File: src/ccos_consts.vh
// constants for the capture/compare output and shutdown control block
// assumes a 16-bit register map reached over classic wishbone, byte addressed
`ifndef CCOS_CONSTS_VH
`define CCOS_CONSTS_VH
// register byte offsets
`define CCOS_ADR_GATE      4'h0
`define CCOS_ADR_OEN       4'h4
`define CCOS_ADR_DT        4'h8
`define CCOS_ADR_MODE      4'hC
// gate register fields
`define CCOS_GATE_RSEN     15
`define CCOS_GATE_GM       14
`define CCOS_GATE_SW       12
`define CCOS_GATE_MASK     16'hD0FF
// output enable register fields
`define CCOS_OEN_SYNC      15
`define CCOS_OEN_MASK      16'hBFDF
`define CCOS_OEN_RST       16'h0100
// dead time register
`define CCOS_DT_MASK       16'h003F
// mode register fields
`define CCOS_MODE_HOLD     15
`define CCOS_MODE_POLARITY_GROUP_ACE   5
`define CCOS_MODE_POLARITY_GROUP_BDF   4
`define CCOS_MODE_MASK     16'hF73F
// capture gate modes
`define CCOS_GSM_LEVEL     2'b00
`define CCOS_GSM_RISE      2'b01
`define CCOS_GSM_FALL      2'b10
// aux output select
`define CCOS_AUX_OFF       2'b00
`define CCOS_AUX_ROLL      2'b01
`define CCOS_AUX_MODE      2'b10
`define CCOS_AUX_EVT       2'b11
// shutdown pin states
`define CCOS_PSS_ACTIVE    2'b11
`define CCOS_PSS_INACTIVE  2'b10
`endif

File: src/ccos_top.v
// output steering, shutdown and capture gating for a capture/compare/pwm unit
// assumes a time base outside that supplies rollover, trigger and pwm signals on clk_i
`include "ccos_consts.vh"
module ccos_top #(
    parameter FULL = 1,                    // full-featured variant
    parameter PINS64 = 0                   // 64-pin part
) (
    input  wire        clk_i,              // module clock
    input  wire        rst_i,              // synchronous reset, high
    input  wire        wb_cyc_i,           // wishbone cycle
    input  wire        wb_stb_i,           // wishbone strobe
    input  wire        wb_we_i,            // wishbone write
    input  wire [3:0]  wb_adr_i,           // byte address
    input  wire [1:0]  wb_sel_i,           // byte selects
    input  wire [15:0] wb_dat_i,           // write data
    output reg  [15:0] wb_dat_o,           // read data
    output reg         wb_ack_o,           // acknowledge
    input  wire [7:0]  shutdown_src_i,     // async shutdown sources
    input  wire        tb_roll_i,          // time base reset/rollover pulse
    input  wire        trigger_enable_i,   // triggered time base selected
    input  wire        triggered_i,        // time base has been triggered
    input  wire        oneshot_start_i,    // one-shot trigger pulse
    input  wire        pwm_i,              // raw pwm/compare signal
    input  wire        mode_sig_i,         // mode-defined aux signal
    input  wire        cc_event_i,         // capture/compare event pulse
    input  wire        timer_mode_i,       // module in timer mode
    input  wire        capture_input_pin_i,// capture pin, async
    input  wire [2:0]  cmp_i,              // comparator outputs, async
    input  wire [3:0]  logic_cell_i,       // logic-cell outputs, async
    input  wire        cap_gate_i,         // capture gating source, async
    input  wire        cap_gate_arm_i,     // arm one-shot gating, pulse
    output reg  [5:0]  compare_output_pin_o,   // pins a..f level
    output reg  [5:0]  compare_output_pin_oe_n_o, // low while driven
    output reg  [5:0]  output_pin_enables_o,  // pin ownership a..f
    output reg         aux_o,              // auxiliary output
    output reg         capture_sig_o,      // gated capture input
    output reg         capture_disable_o,  // capture disable status
    output reg         oneshot_active_o,   // extended one-shot window
    output reg         shutdown_event_status_o // shutdown in progress
);
    // ****************************************
    // registers
    // ****************************************
    reg  [15:0] gate_r, oen_r, dt_r, mode_r;
    reg  [5:0]  oen_act_r;
    reg  [1:0]  clr_req_r;
    wire [15:0] oen_msk = `CCOS_OEN_MASK & (FULL ? 16'hFFFF : 16'hC1FF)
                          & (PINS64 ? 16'hC3FF : 16'hFFFF);
    wire [15:0] dt_msk   = FULL ? `CCOS_DT_MASK : 16'h0000;
    wire [15:0] mode_msk = `CCOS_MODE_MASK & (FULL ? 16'hFFFF : 16'hF82C);
    wire        acc = wb_cyc_i & wb_stb_i & ~wb_ack_o;
    wire        wr  = acc & wb_we_i;
    wire [15:0] bm  = {{8{wb_sel_i[1]}}, {8{wb_sel_i[0]}}};
    always @(posedge clk_i) begin
        if (rst_i) begin
            gate_r <= 16'h0000;
            oen_r <= `CCOS_OEN_RST;
            dt_r <= 16'h0000;
            mode_r <= 16'h0000;
            wb_ack_o <= 1'b0;
            wb_dat_o <= 16'h0000;
        end else begin
            wb_ack_o <= acc;
            if (wr && wb_adr_i == `CCOS_ADR_GATE)
                gate_r <= ((wb_dat_i & bm) | (gate_r & ~bm)) & `CCOS_GATE_MASK;
            if (wr && wb_adr_i == `CCOS_ADR_OEN)
                oen_r <= ((wb_dat_i & bm) | (oen_r & ~bm)) & oen_msk;
            if (wr && wb_adr_i == `CCOS_ADR_DT)
                dt_r <= ((wb_dat_i & bm) | (dt_r & ~bm)) & dt_msk;
            if (wr && wb_adr_i == `CCOS_ADR_MODE)
                mode_r <= ((wb_dat_i & bm) | (mode_r & ~bm)) & mode_msk;
            if (acc && !wb_we_i) begin
                case (wb_adr_i)
                    `CCOS_ADR_GATE: wb_dat_o <= gate_r;
                    `CCOS_ADR_OEN:  wb_dat_o <= oen_r;
                    `CCOS_ADR_DT:   wb_dat_o <= dt_r;
                    `CCOS_ADR_MODE: wb_dat_o <= mode_r;
                    default:        wb_dat_o <= 16'h0000;
                endcase
            end
        end
    end
    // ****************************************
    // input synchronisers
    // ****************************************
    reg [16:0] s1_r, s2_r;
    always @(posedge clk_i) begin
        if (rst_i) begin
            s1_r <= 17'h0_0000;
            s2_r <= 17'h0_0000;
        end else begin
            s1_r <= {shutdown_src_i, capture_input_pin_i, cmp_i, logic_cell_i, cap_gate_i};
            s2_r <= s1_r;
        end
    end
    wire [7:0] src_s  = s2_r[16:9];
    wire       gate_s = s2_r[0];
    // ****************************************
    // shutdown
    // ****************************************
    wire sd_req = (|(src_s & gate_r[7:0])) | gate_r[`CCOS_GATE_SW];
    reg  sd_r;
    always @(posedge clk_i) begin
        if (rst_i)
            sd_r <= 1'b0;
        else if (sd_req && (!gate_r[`CCOS_GATE_GM] || tb_roll_i))
            sd_r <= 1'b1;
        else if (gate_r[`CCOS_GATE_RSEN] && tb_roll_i)
            sd_r <= 1'b0;
        else if (clr_req_r[0])
            sd_r <= 1'b0;
    end
    // software clear: a gate write with no source enabled and the software bit left low
    always @(posedge clk_i) begin
        if (rst_i)
            clr_req_r <= 2'b00;
        else
            clr_req_r <= {1'b0, wr && wb_adr_i == `CCOS_ADR_GATE && wb_sel_i[0] && wb_dat_i[7:0] == 8'h00
                          && !(wb_sel_i[1] ? wb_dat_i[`CCOS_GATE_SW] : gate_r[`CCOS_GATE_SW])};
    end
    // ****************************************
    // output enable steering
    // ****************************************
    always @(posedge clk_i) begin
        if (rst_i)
            oen_act_r <= 6'b00_0001;
        else if (!oen_r[`CCOS_OEN_SYNC] || tb_roll_i)
            oen_act_r <= oen_r[13:8];
    end
    // ****************************************
    // one-shot extension
    // ****************************************
    reg [2:0] os_cnt_r;
    reg       os_r;
    always @(posedge clk_i) begin
        if (rst_i) begin
            os_cnt_r <= 3'h0;
            os_r <= 1'b0;
        end else if (oneshot_start_i) begin
            os_cnt_r <= mode_r[14:12];
            os_r <= 1'b1;
        end else if (os_r && tb_roll_i) begin
            if (os_cnt_r == 3'h0)
                os_r <= 1'b0;
            else
                os_cnt_r <= os_cnt_r - 3'h1;
        end
    end
    // ****************************************
    // dead time
    // ****************************************
    reg [5:0] dt_cnt_r;
    reg       pwm_d_r, pa_r, pb_r;
    always @(posedge clk_i) begin
        if (rst_i) begin
            dt_cnt_r <= 6'h00;
            pwm_d_r <= 1'b0;
            pa_r <= 1'b0;
            pb_r <= 1'b0;
        end else begin
            pwm_d_r <= pwm_i;
            if (dt_r[5:0] == 6'h00) begin
                pa_r <= pwm_i;
                pb_r <= ~pwm_i;
            end else if (pwm_i != pwm_d_r) begin
                dt_cnt_r <= dt_r[5:0];
                pa_r <= 1'b0;
                pb_r <= 1'b0;
            end else if (dt_cnt_r > 6'h01) begin
                dt_cnt_r <= dt_cnt_r - 6'h01;
            end else begin
                dt_cnt_r <= 6'h00;
                pa_r <= pwm_d_r;
                pb_r <= ~pwm_d_r;
            end
        end
    end
    // ****************************************
    // output pattern
    // ****************************************
    reg [5:0] pat;
    reg       scan_r;
    always @(posedge clk_i) begin
        if (rst_i)
            scan_r <= 1'b0;
        else if (tb_roll_i)
            scan_r <= ~scan_r;
    end
    always @* begin
        case (mode_r[10:8])
            3'b000:  pat = {6{pa_r}};
            3'b001:  pat = {3{scan_r & pa_r, ~scan_r & pa_r}};
            3'b010:  pat = {3{pb_r, pa_r}};
            3'b100:  pat = {4'h0, pa_r, 1'b1};
            3'b101:  pat = {4'h0, 1'b1, pa_r};
            3'b110:  pat = {4'h0, scan_r & pa_r, ~scan_r & pa_r};
            default: pat = 6'h00;
        endcase
    end
    wire       hold = mode_r[`CCOS_MODE_HOLD] & trigger_enable_i & ~triggered_i;
    wire [5:0] pol  = {3{mode_r[`CCOS_MODE_POLARITY_GROUP_BDF], mode_r[`CCOS_MODE_POLARITY_GROUP_ACE]}};
    wire [5:0] pss_act = {3{mode_r[1], mode_r[3]}};
    wire [5:0] pss_lvl = {3{mode_r[0], mode_r[2]}};
    integer i;
    always @(posedge clk_i) begin
        if (rst_i) begin
            compare_output_pin_o <= 6'h00;
            compare_output_pin_oe_n_o <= 6'h3F;
            output_pin_enables_o <= 6'h00;
        end else begin
            output_pin_enables_o <= oen_act_r;
            for (i = 0; i < 6; i = i + 1) begin
                if (!oen_act_r[i] || hold) begin
                    compare_output_pin_oe_n_o[i] <= 1'b1;
                    compare_output_pin_o[i] <= 1'b0;
                end else if (sd_r) begin
                    compare_output_pin_oe_n_o[i] <= ~pss_act[i];
                    compare_output_pin_o[i] <= pss_act[i] & (pss_lvl[i] ^ pol[i]);
                end else begin
                    compare_output_pin_oe_n_o[i] <= 1'b0;
                    compare_output_pin_o[i] <= pat[i] ^ pol[i];
                end
            end
        end
    end
    // ****************************************
    // capture path
    // ****************************************
    reg gate_d_r, armed_r, csrc;
    always @* begin
        case (oen_r[2:0])
            3'b000:  csrc = s2_r[8];
            3'b001:  csrc = s2_r[5];
            3'b010:  csrc = s2_r[6];
            3'b011:  csrc = s2_r[7];
            3'b100:  csrc = s2_r[1];
            3'b101:  csrc = s2_r[2];
            3'b110:  csrc = s2_r[3];
            default: csrc = s2_r[4];
        endcase
    end
    wire gated_sd = sd_req & gate_r[`CCOS_GATE_SW];
    always @(posedge clk_i) begin
        if (rst_i) begin
            gate_d_r <= 1'b0;
            armed_r <= 1'b0;
            capture_disable_o <= 1'b0;
            capture_sig_o <= 1'b0;
            aux_o <= 1'b0;
            oneshot_active_o <= 1'b0;
            shutdown_event_status_o <= 1'b0;
        end else begin
            gate_d_r <= gate_s;
            shutdown_event_status_o <= sd_r;
            oneshot_active_o <= os_r;
            case (oen_r[7:6])
                `CCOS_GSM_LEVEL: capture_disable_o <= ~gate_s | gated_sd;
                `CCOS_GSM_RISE: if (armed_r && gate_s && !gate_d_r) begin
                    capture_disable_o <= 1'b0;
                    armed_r <= 1'b0;
                end
                `CCOS_GSM_FALL: if (armed_r && !gate_s && gate_d_r) begin
                    capture_disable_o <= 1'b1;
                    armed_r <= 1'b0;
                end
                default: capture_disable_o <= capture_disable_o;
            endcase
            if (cap_gate_arm_i)
                armed_r <= 1'b1;
            capture_sig_o <= csrc & ~capture_disable_o;
            case (oen_r[4:3])
                `CCOS_AUX_OFF:  aux_o <= 1'b0;
                `CCOS_AUX_ROLL: aux_o <= tb_roll_i;
                `CCOS_AUX_MODE: aux_o <= mode_sig_i;
                default:        aux_o <= cc_event_i & ~timer_mode_i;
            endcase
        end
    end
endmodule // ccos_top

File: config.mk
export PLATFORM = sky130hd
export DESIGN_NAME = ccos_top
export DESIGN_NICKNAME = d
export VERILOG_FILES = /design/src/ccos_top.v
export VERILOG_INCLUDE_DIRS = /design/src
export SDC_FILE = /design/constraint.sdc
export NUM_CORES = 1
export LEC_CHECK = 0
export BUFFER_PORTS_ARGS = -buffer_cell sky130_fd_sc_hd__buf_2
export CAP_MARGIN = 20
export CORE_ASPECT_RATIO = 0.9
export CORE_UTILIZATION = 35
export CTS_BUF_LIST = sky130_fd_sc_hd__clkbuf_16
export CTS_CLUSTER_DIAMETER = 30
export DETAILED_ROUTE_END_ITERATION = 6
export PLACE_DENSITY_LB_ADDON = 0.2
export SLEW_MARGIN = 15
export SYNTH_ARGS = -nofsm -noshare
export SYNTH_HDL_FRONTEND = slang
export SYNTH_SLANG_ARGS = --single-unit
File: constraint.sdc
create_clock -name clk_i -period 3.7 [get_ports clk_i]
set_input_delay 0.185 -clock clk_i [delete_from_list [all_inputs] [get_ports clk_i]]
set_output_delay 0.185 -clock clk_i [all_outputs]
set_load 0.1 [all_outputs]
# Word level (Yosys, flattened, before mapping)
# Cells that the tools add are included.
# word_totals
ff_bits,142
word_cells,204
# op_classes
reduce_logical,59
n_mux,36
order_cmp,1
add_sub_neg,2
bitwise_logic,43
n_eq_ne,25
# ops
op,n
16-bit bitwise AND,4
16-bit one-hot mux with 4 select lines,1
16-bit OR,3
6-bit one-hot mux with 6 select lines,1
1-bit 2-to-1 mux,25
"3-bit == test, second input constant",6
16-bit NOT,1
1-bit logical AND,15
1-bit bitwise AND,12
1-bit logical NOT,12
6-bit 2-to-1 mux,2
2-bit OR reduction,6
1-bit NOT,10
"3-bit by 2-bit == test with 1-bit output, second input constant",3
3-bit logical NOT,3
3-bit 2-to-1 mux,3
"3-bit != test, second input constant",3
3-bit nonzero test,3
8-bit bitwise AND,1
"4-bit == test, second input constant",2
8-bit logical NOT,1
1-bit logical OR,8
8-bit OR reduction,1
1-bit XOR,8
other kinds (21),32

# Depth between registers and ports, before layout
# depth
depth_word,7
ltp_mapped,7
mapped_depth_nobuf,7

# Worst setup path before layout
# OpenSTA, ideal clock, no wires.
# synth_timing
path_kind,register to register
startpoint,register wb_ack_o
endpoint,register with a tool-made name
arrival_ns,1.948
setup_slack_ns,1.682
setup_time_ns,0.070
stages_incl_launch_ff,8
n_path_buf,2
path_cell_list,dfxtp_1 > nor2b_1 > and4_1 > clkbuf_1 > buf_2 > nand2_1 > nand2_1 > a21oi_1
# synth_lines
item,line_no,rtl
"start, declared",ccos_top.v:17,"output reg wb_ack_o,"
"start signal, assigned",ccos_top.v:60,wb_ack_o <= 1'b0;
"start signal, assigned",ccos_top.v:63,wb_ack_o <= acc;

# Worst setup path in the final report
# layout_timing
startpoint,register wb_ack_o
endpoint,register wb_dat_o[5]
# layout_via
elab_chain_cells,3
# layout_rtl
item,line_no,rtl
1-bit NOT,ccos_top.v:51,wire acc = wb_cyc_i & wb_stb_i & ~wb_ack_o;
1-bit bitwise AND,ccos_top.v:51,
1-bit logical AND,ccos_top.v:72,if (acc && !wb_we_i) begin
"end signal, assigned",ccos_top.v:74,`CCOS_ADR_GATE: wb_dat_o <= gate_r;
"end signal, assigned",ccos_top.v:75,`CCOS_ADR_OEN: wb_dat_o <= oen_r;
"end signal, assigned",ccos_top.v:76,`CCOS_ADR_DT: wb_dat_o <= dt_r;
"end, declared",ccos_top.v:16,"output reg [15:0] wb_dat_o,"
# No other way between the ends.
# A chain may end at the register's enable or synchronous reset.

==> flow_summary.json <==
{
  "synth_edf_count": 0,
  "top_usage_layer": "met2",
  "gp_congestion": 0.820,
  "dieArea_um2": 16700,
  "fin_skew_ps": 18.6,
  "status": "finished clean",
  "startpoint_type": "flop",
  "met3_usage_pct": 5.53,
  "setup-tns-final_ps": 0,
  "die_w_um": 136,
  "syn_area_um2": 5670,
  "postRouteWirelength_mm": 13.9,
  "ant_nets": 0,
  "yosysMostFrequentCell": "dfxtp_1",
  "grt_pass1_vias": 4539,
  "htree_levels": 4,
  "netlist_top_cells_count": "dfxtp_1, nand2_1, a21oi_1",
  "clk_pin_slew_ps": 60,
  "clock-root-buffer": "clkbuf_16",
  "die_y_um": 123,
  "period_needed_ps": 1910,
  "async_flop_share_pct": 0,
  "drt-initial-drc-count": 352,
  "syn_nets": 687,
  "power.density_nw_per_um2": 491,
  "tightest_slew_ps": 981,
  "hold_violations": 0,
  "switchingPower_uw": 873,
  "worst_setup_path_end_kind": "flop",
  "cp.arrival_ps": 2250,
  "drive_gt1_share_pct": 19.4,
  "synthCells": 625,
  "slew_violations": 0,
  "intPower_uw": 2580,
  "wire_per_inst_um": 14.8,
  "timing.hold.ws_ps": 20.3,
  "start_util_pct": 36.3,
  "yosysTopAreaCell": "dfxtp_1",
  "fin_cells": 940,
  "finalCritPeriodShare_pct": 51.5,
  "ys_warn_count": 0,
  "synthFlopType": "dfxtp_1",
  "ios": 93,
  "grt_util_met1_pct": 24.2,
  "clockBufferDepth": 2,
  "max_cap_viol_count": 0,
  "required_ps": 4050,
  "critPathKind": "flop to flop",
  "avgViaCountPerCell": 5.14,
  "max_freq_mhz": 524,
  "place_area_um2": 6270,
  "ys_types": 58,
  "clk_latency_ps": 430,
  "std_cell_rows": 43,
  "grt_max_degree": 80,
  "cts_tree": "done",
  "worst-path-max-fanout": 17,
  "use_met2_pct": 27.0,
  "ir_drop_mv": 0.341,
  "clkSinkCount": 142,
  "grt_setup_unrepaired": "false",
  "grt_pass1_wl_mm": 22.8,
  "dp_cells": 888,
  "grt-ovfl-total": 0,
  "core_um2": 15600,
  "p_comb_share_pct": 6.7,
  "nNetsFinal": 786,
  "hold_path_class": "input port to flop",
  "area_growth_pct": 24.0,
  "hpwl_mm": 9.92,
  "dr.pass1.iters": 5,
  "pwr-share-clk_pct": 47.7,
  "ys_seq_area_share_pct": 50.1,
  "p_sw_share_pct": 25.3,
  "antenna_found_initial": 1,
  "power_frac_seq_pct": 45.6,
  "synth-seq-cells": 142,
  "postSynthAreaPerCell_um2": 9.07,
  "nFillCells": 1536,
  "gr-usage-all-layers_pct": 18.0,
  "cts-buffers-inserted": 17,
  "synth_area_leaders": "dfxtp_1, a21oi_1, nor2b_1",
  "final_area_um2": 7030,
  "portBuffers": 92,
  "max_slew_margin_pct": 34.6,
  "p_leak_uw": 0.00267,
  "drc_errors": 0,
  "final_util_pct": 45.1,
  "vias": 4836,
  "setup_viol": 0,
  "synth_top_area_share_pct": 50.1
}
==> worst max-delay path, stage by stage, from the launching register on <==
cell and delay (ps):
dfxtp_1 300, nor2b_1 170, nand2_1 120, nor2_2 590
nand3b_1 390, o2bb2ai_1 230
==> timing repair <==
item / CTS / global route
hold buffers: 19 / 0
setup buffers: 0 / 0
resized for setup: 0 / 0
endpoints found under the hold margin: 19 / 0
==> power by group through the flow <==
stage | logic [µW] | clock network [µW] | registers, µW
4_1_cts | 232 | 1690 | 1580
3_3_place_gp | 213 | 0 | 1610
3_5_place_dp | 217 | 0 | 1610
5_1_grt | 252 | 1760 | 1580
6_report | 232 | 1650 | 1580
2_1_floorplan | 91.6 | 0 | 1660
==> kinds of logic (layout without fill, tap and decap cells) <==
kind of cell               count (synthesis)  in the layout  share of synthesized area (%)
and+or+nand+nor                          268            268                           24.2
DFF                                      142            142                           50.1
AOI/OAI and AO/OA                        138            138                           16.3
buffers and inverters                     50            162                           3.91
muxes                                     13             13                           2.76
adders and majority gates                  9              9                           1.99
xor gates and xnor gates                   5              5                          0.772
other                                      0              1                              0
==> stage by stage <==
step	power (µW)	worst slack, ps
finish	3460	1790
detailed placement	1830	1650
global route	3590	1520
floorplan	1750	1680
CTS	3500	1780
global placement	1820	1740
==> worst paths after layout <==
kind	from	slack [ps]	endpoint	cells after the start
setup / recovery	wb_ack_o$_SDFF_PP0_	1790	wb_dat_o[5]$_SDFFE_PP0P_	5
setup reg to reg	wb_ack_o$_SDFF_PP0_	1790	wb_dat_o[5]$_SDFFE_PP0P_	5
hold reg to reg	capture_disable_o$_SDFFE_PP0P_	430	capture_sig_o$_SDFF_PP0_	1
hold / removal	wb_dat_i[14]	20	flop	3
==> cell usage in the layout (no fill, tap or decap), types with 3 or more instances in the layout <==
cell type      Yosys  final
dfxtp_1          142    142
buf_2             12     91
nand2_1           79     79
a21oi_1           65     65
nand3_1           52     52
nor2b_1           50     50
nor2_1            40     40
dlygate4sd3_1      0     19
clkbuf_16          0     17
inv_1             13     14
a211oi_1          13     13
mux2i_1           10     10
a22oi_1            9      9
a22o_1             9      9
ha_1               9      9
o2bb2ai_1          8      8
nor3_1             8      8
inv_6              0      8
o21ai_0            7      7
buf_4              3      7
and3_1             5      5
nand3b_1           5      5
nand2b_1           5      5
xnor2_1            4      4
nand4_1            4      4
a221oi_2           4      4
a211o_1            3      3
a31oi_1            3      3
a221oi_1           3      3
==> layout make-up <==
| class | instances | area [µm²] | area share, % |
|---|---|---|---|
| clock inverter | 15 | 146 | 2.08 |
| inverter | 13 | 48.8 | 0.694 |
| multi-input combinational | 433 | 2620 | 37.2 |
| antenna | 1 | 2.50 | 0.0356 |
| tap | 202 | 253 | 3.59 |
| clock buffer | 17 | 425 | 6.05 |
| sequential | 142 | 2840 | 40.4 |
| timing repair buffer | 117 | 698 | 9.93 |
==> routing by layer <==
metal / up-vias / share of wire (%)
met4: 0 / 1.1
met5: - / 0
li1: 2413 / -
met3: 12 / 6.7
met2: 151 / 44
met1: 2260 / 48
(Power assumes the default switching activity.)
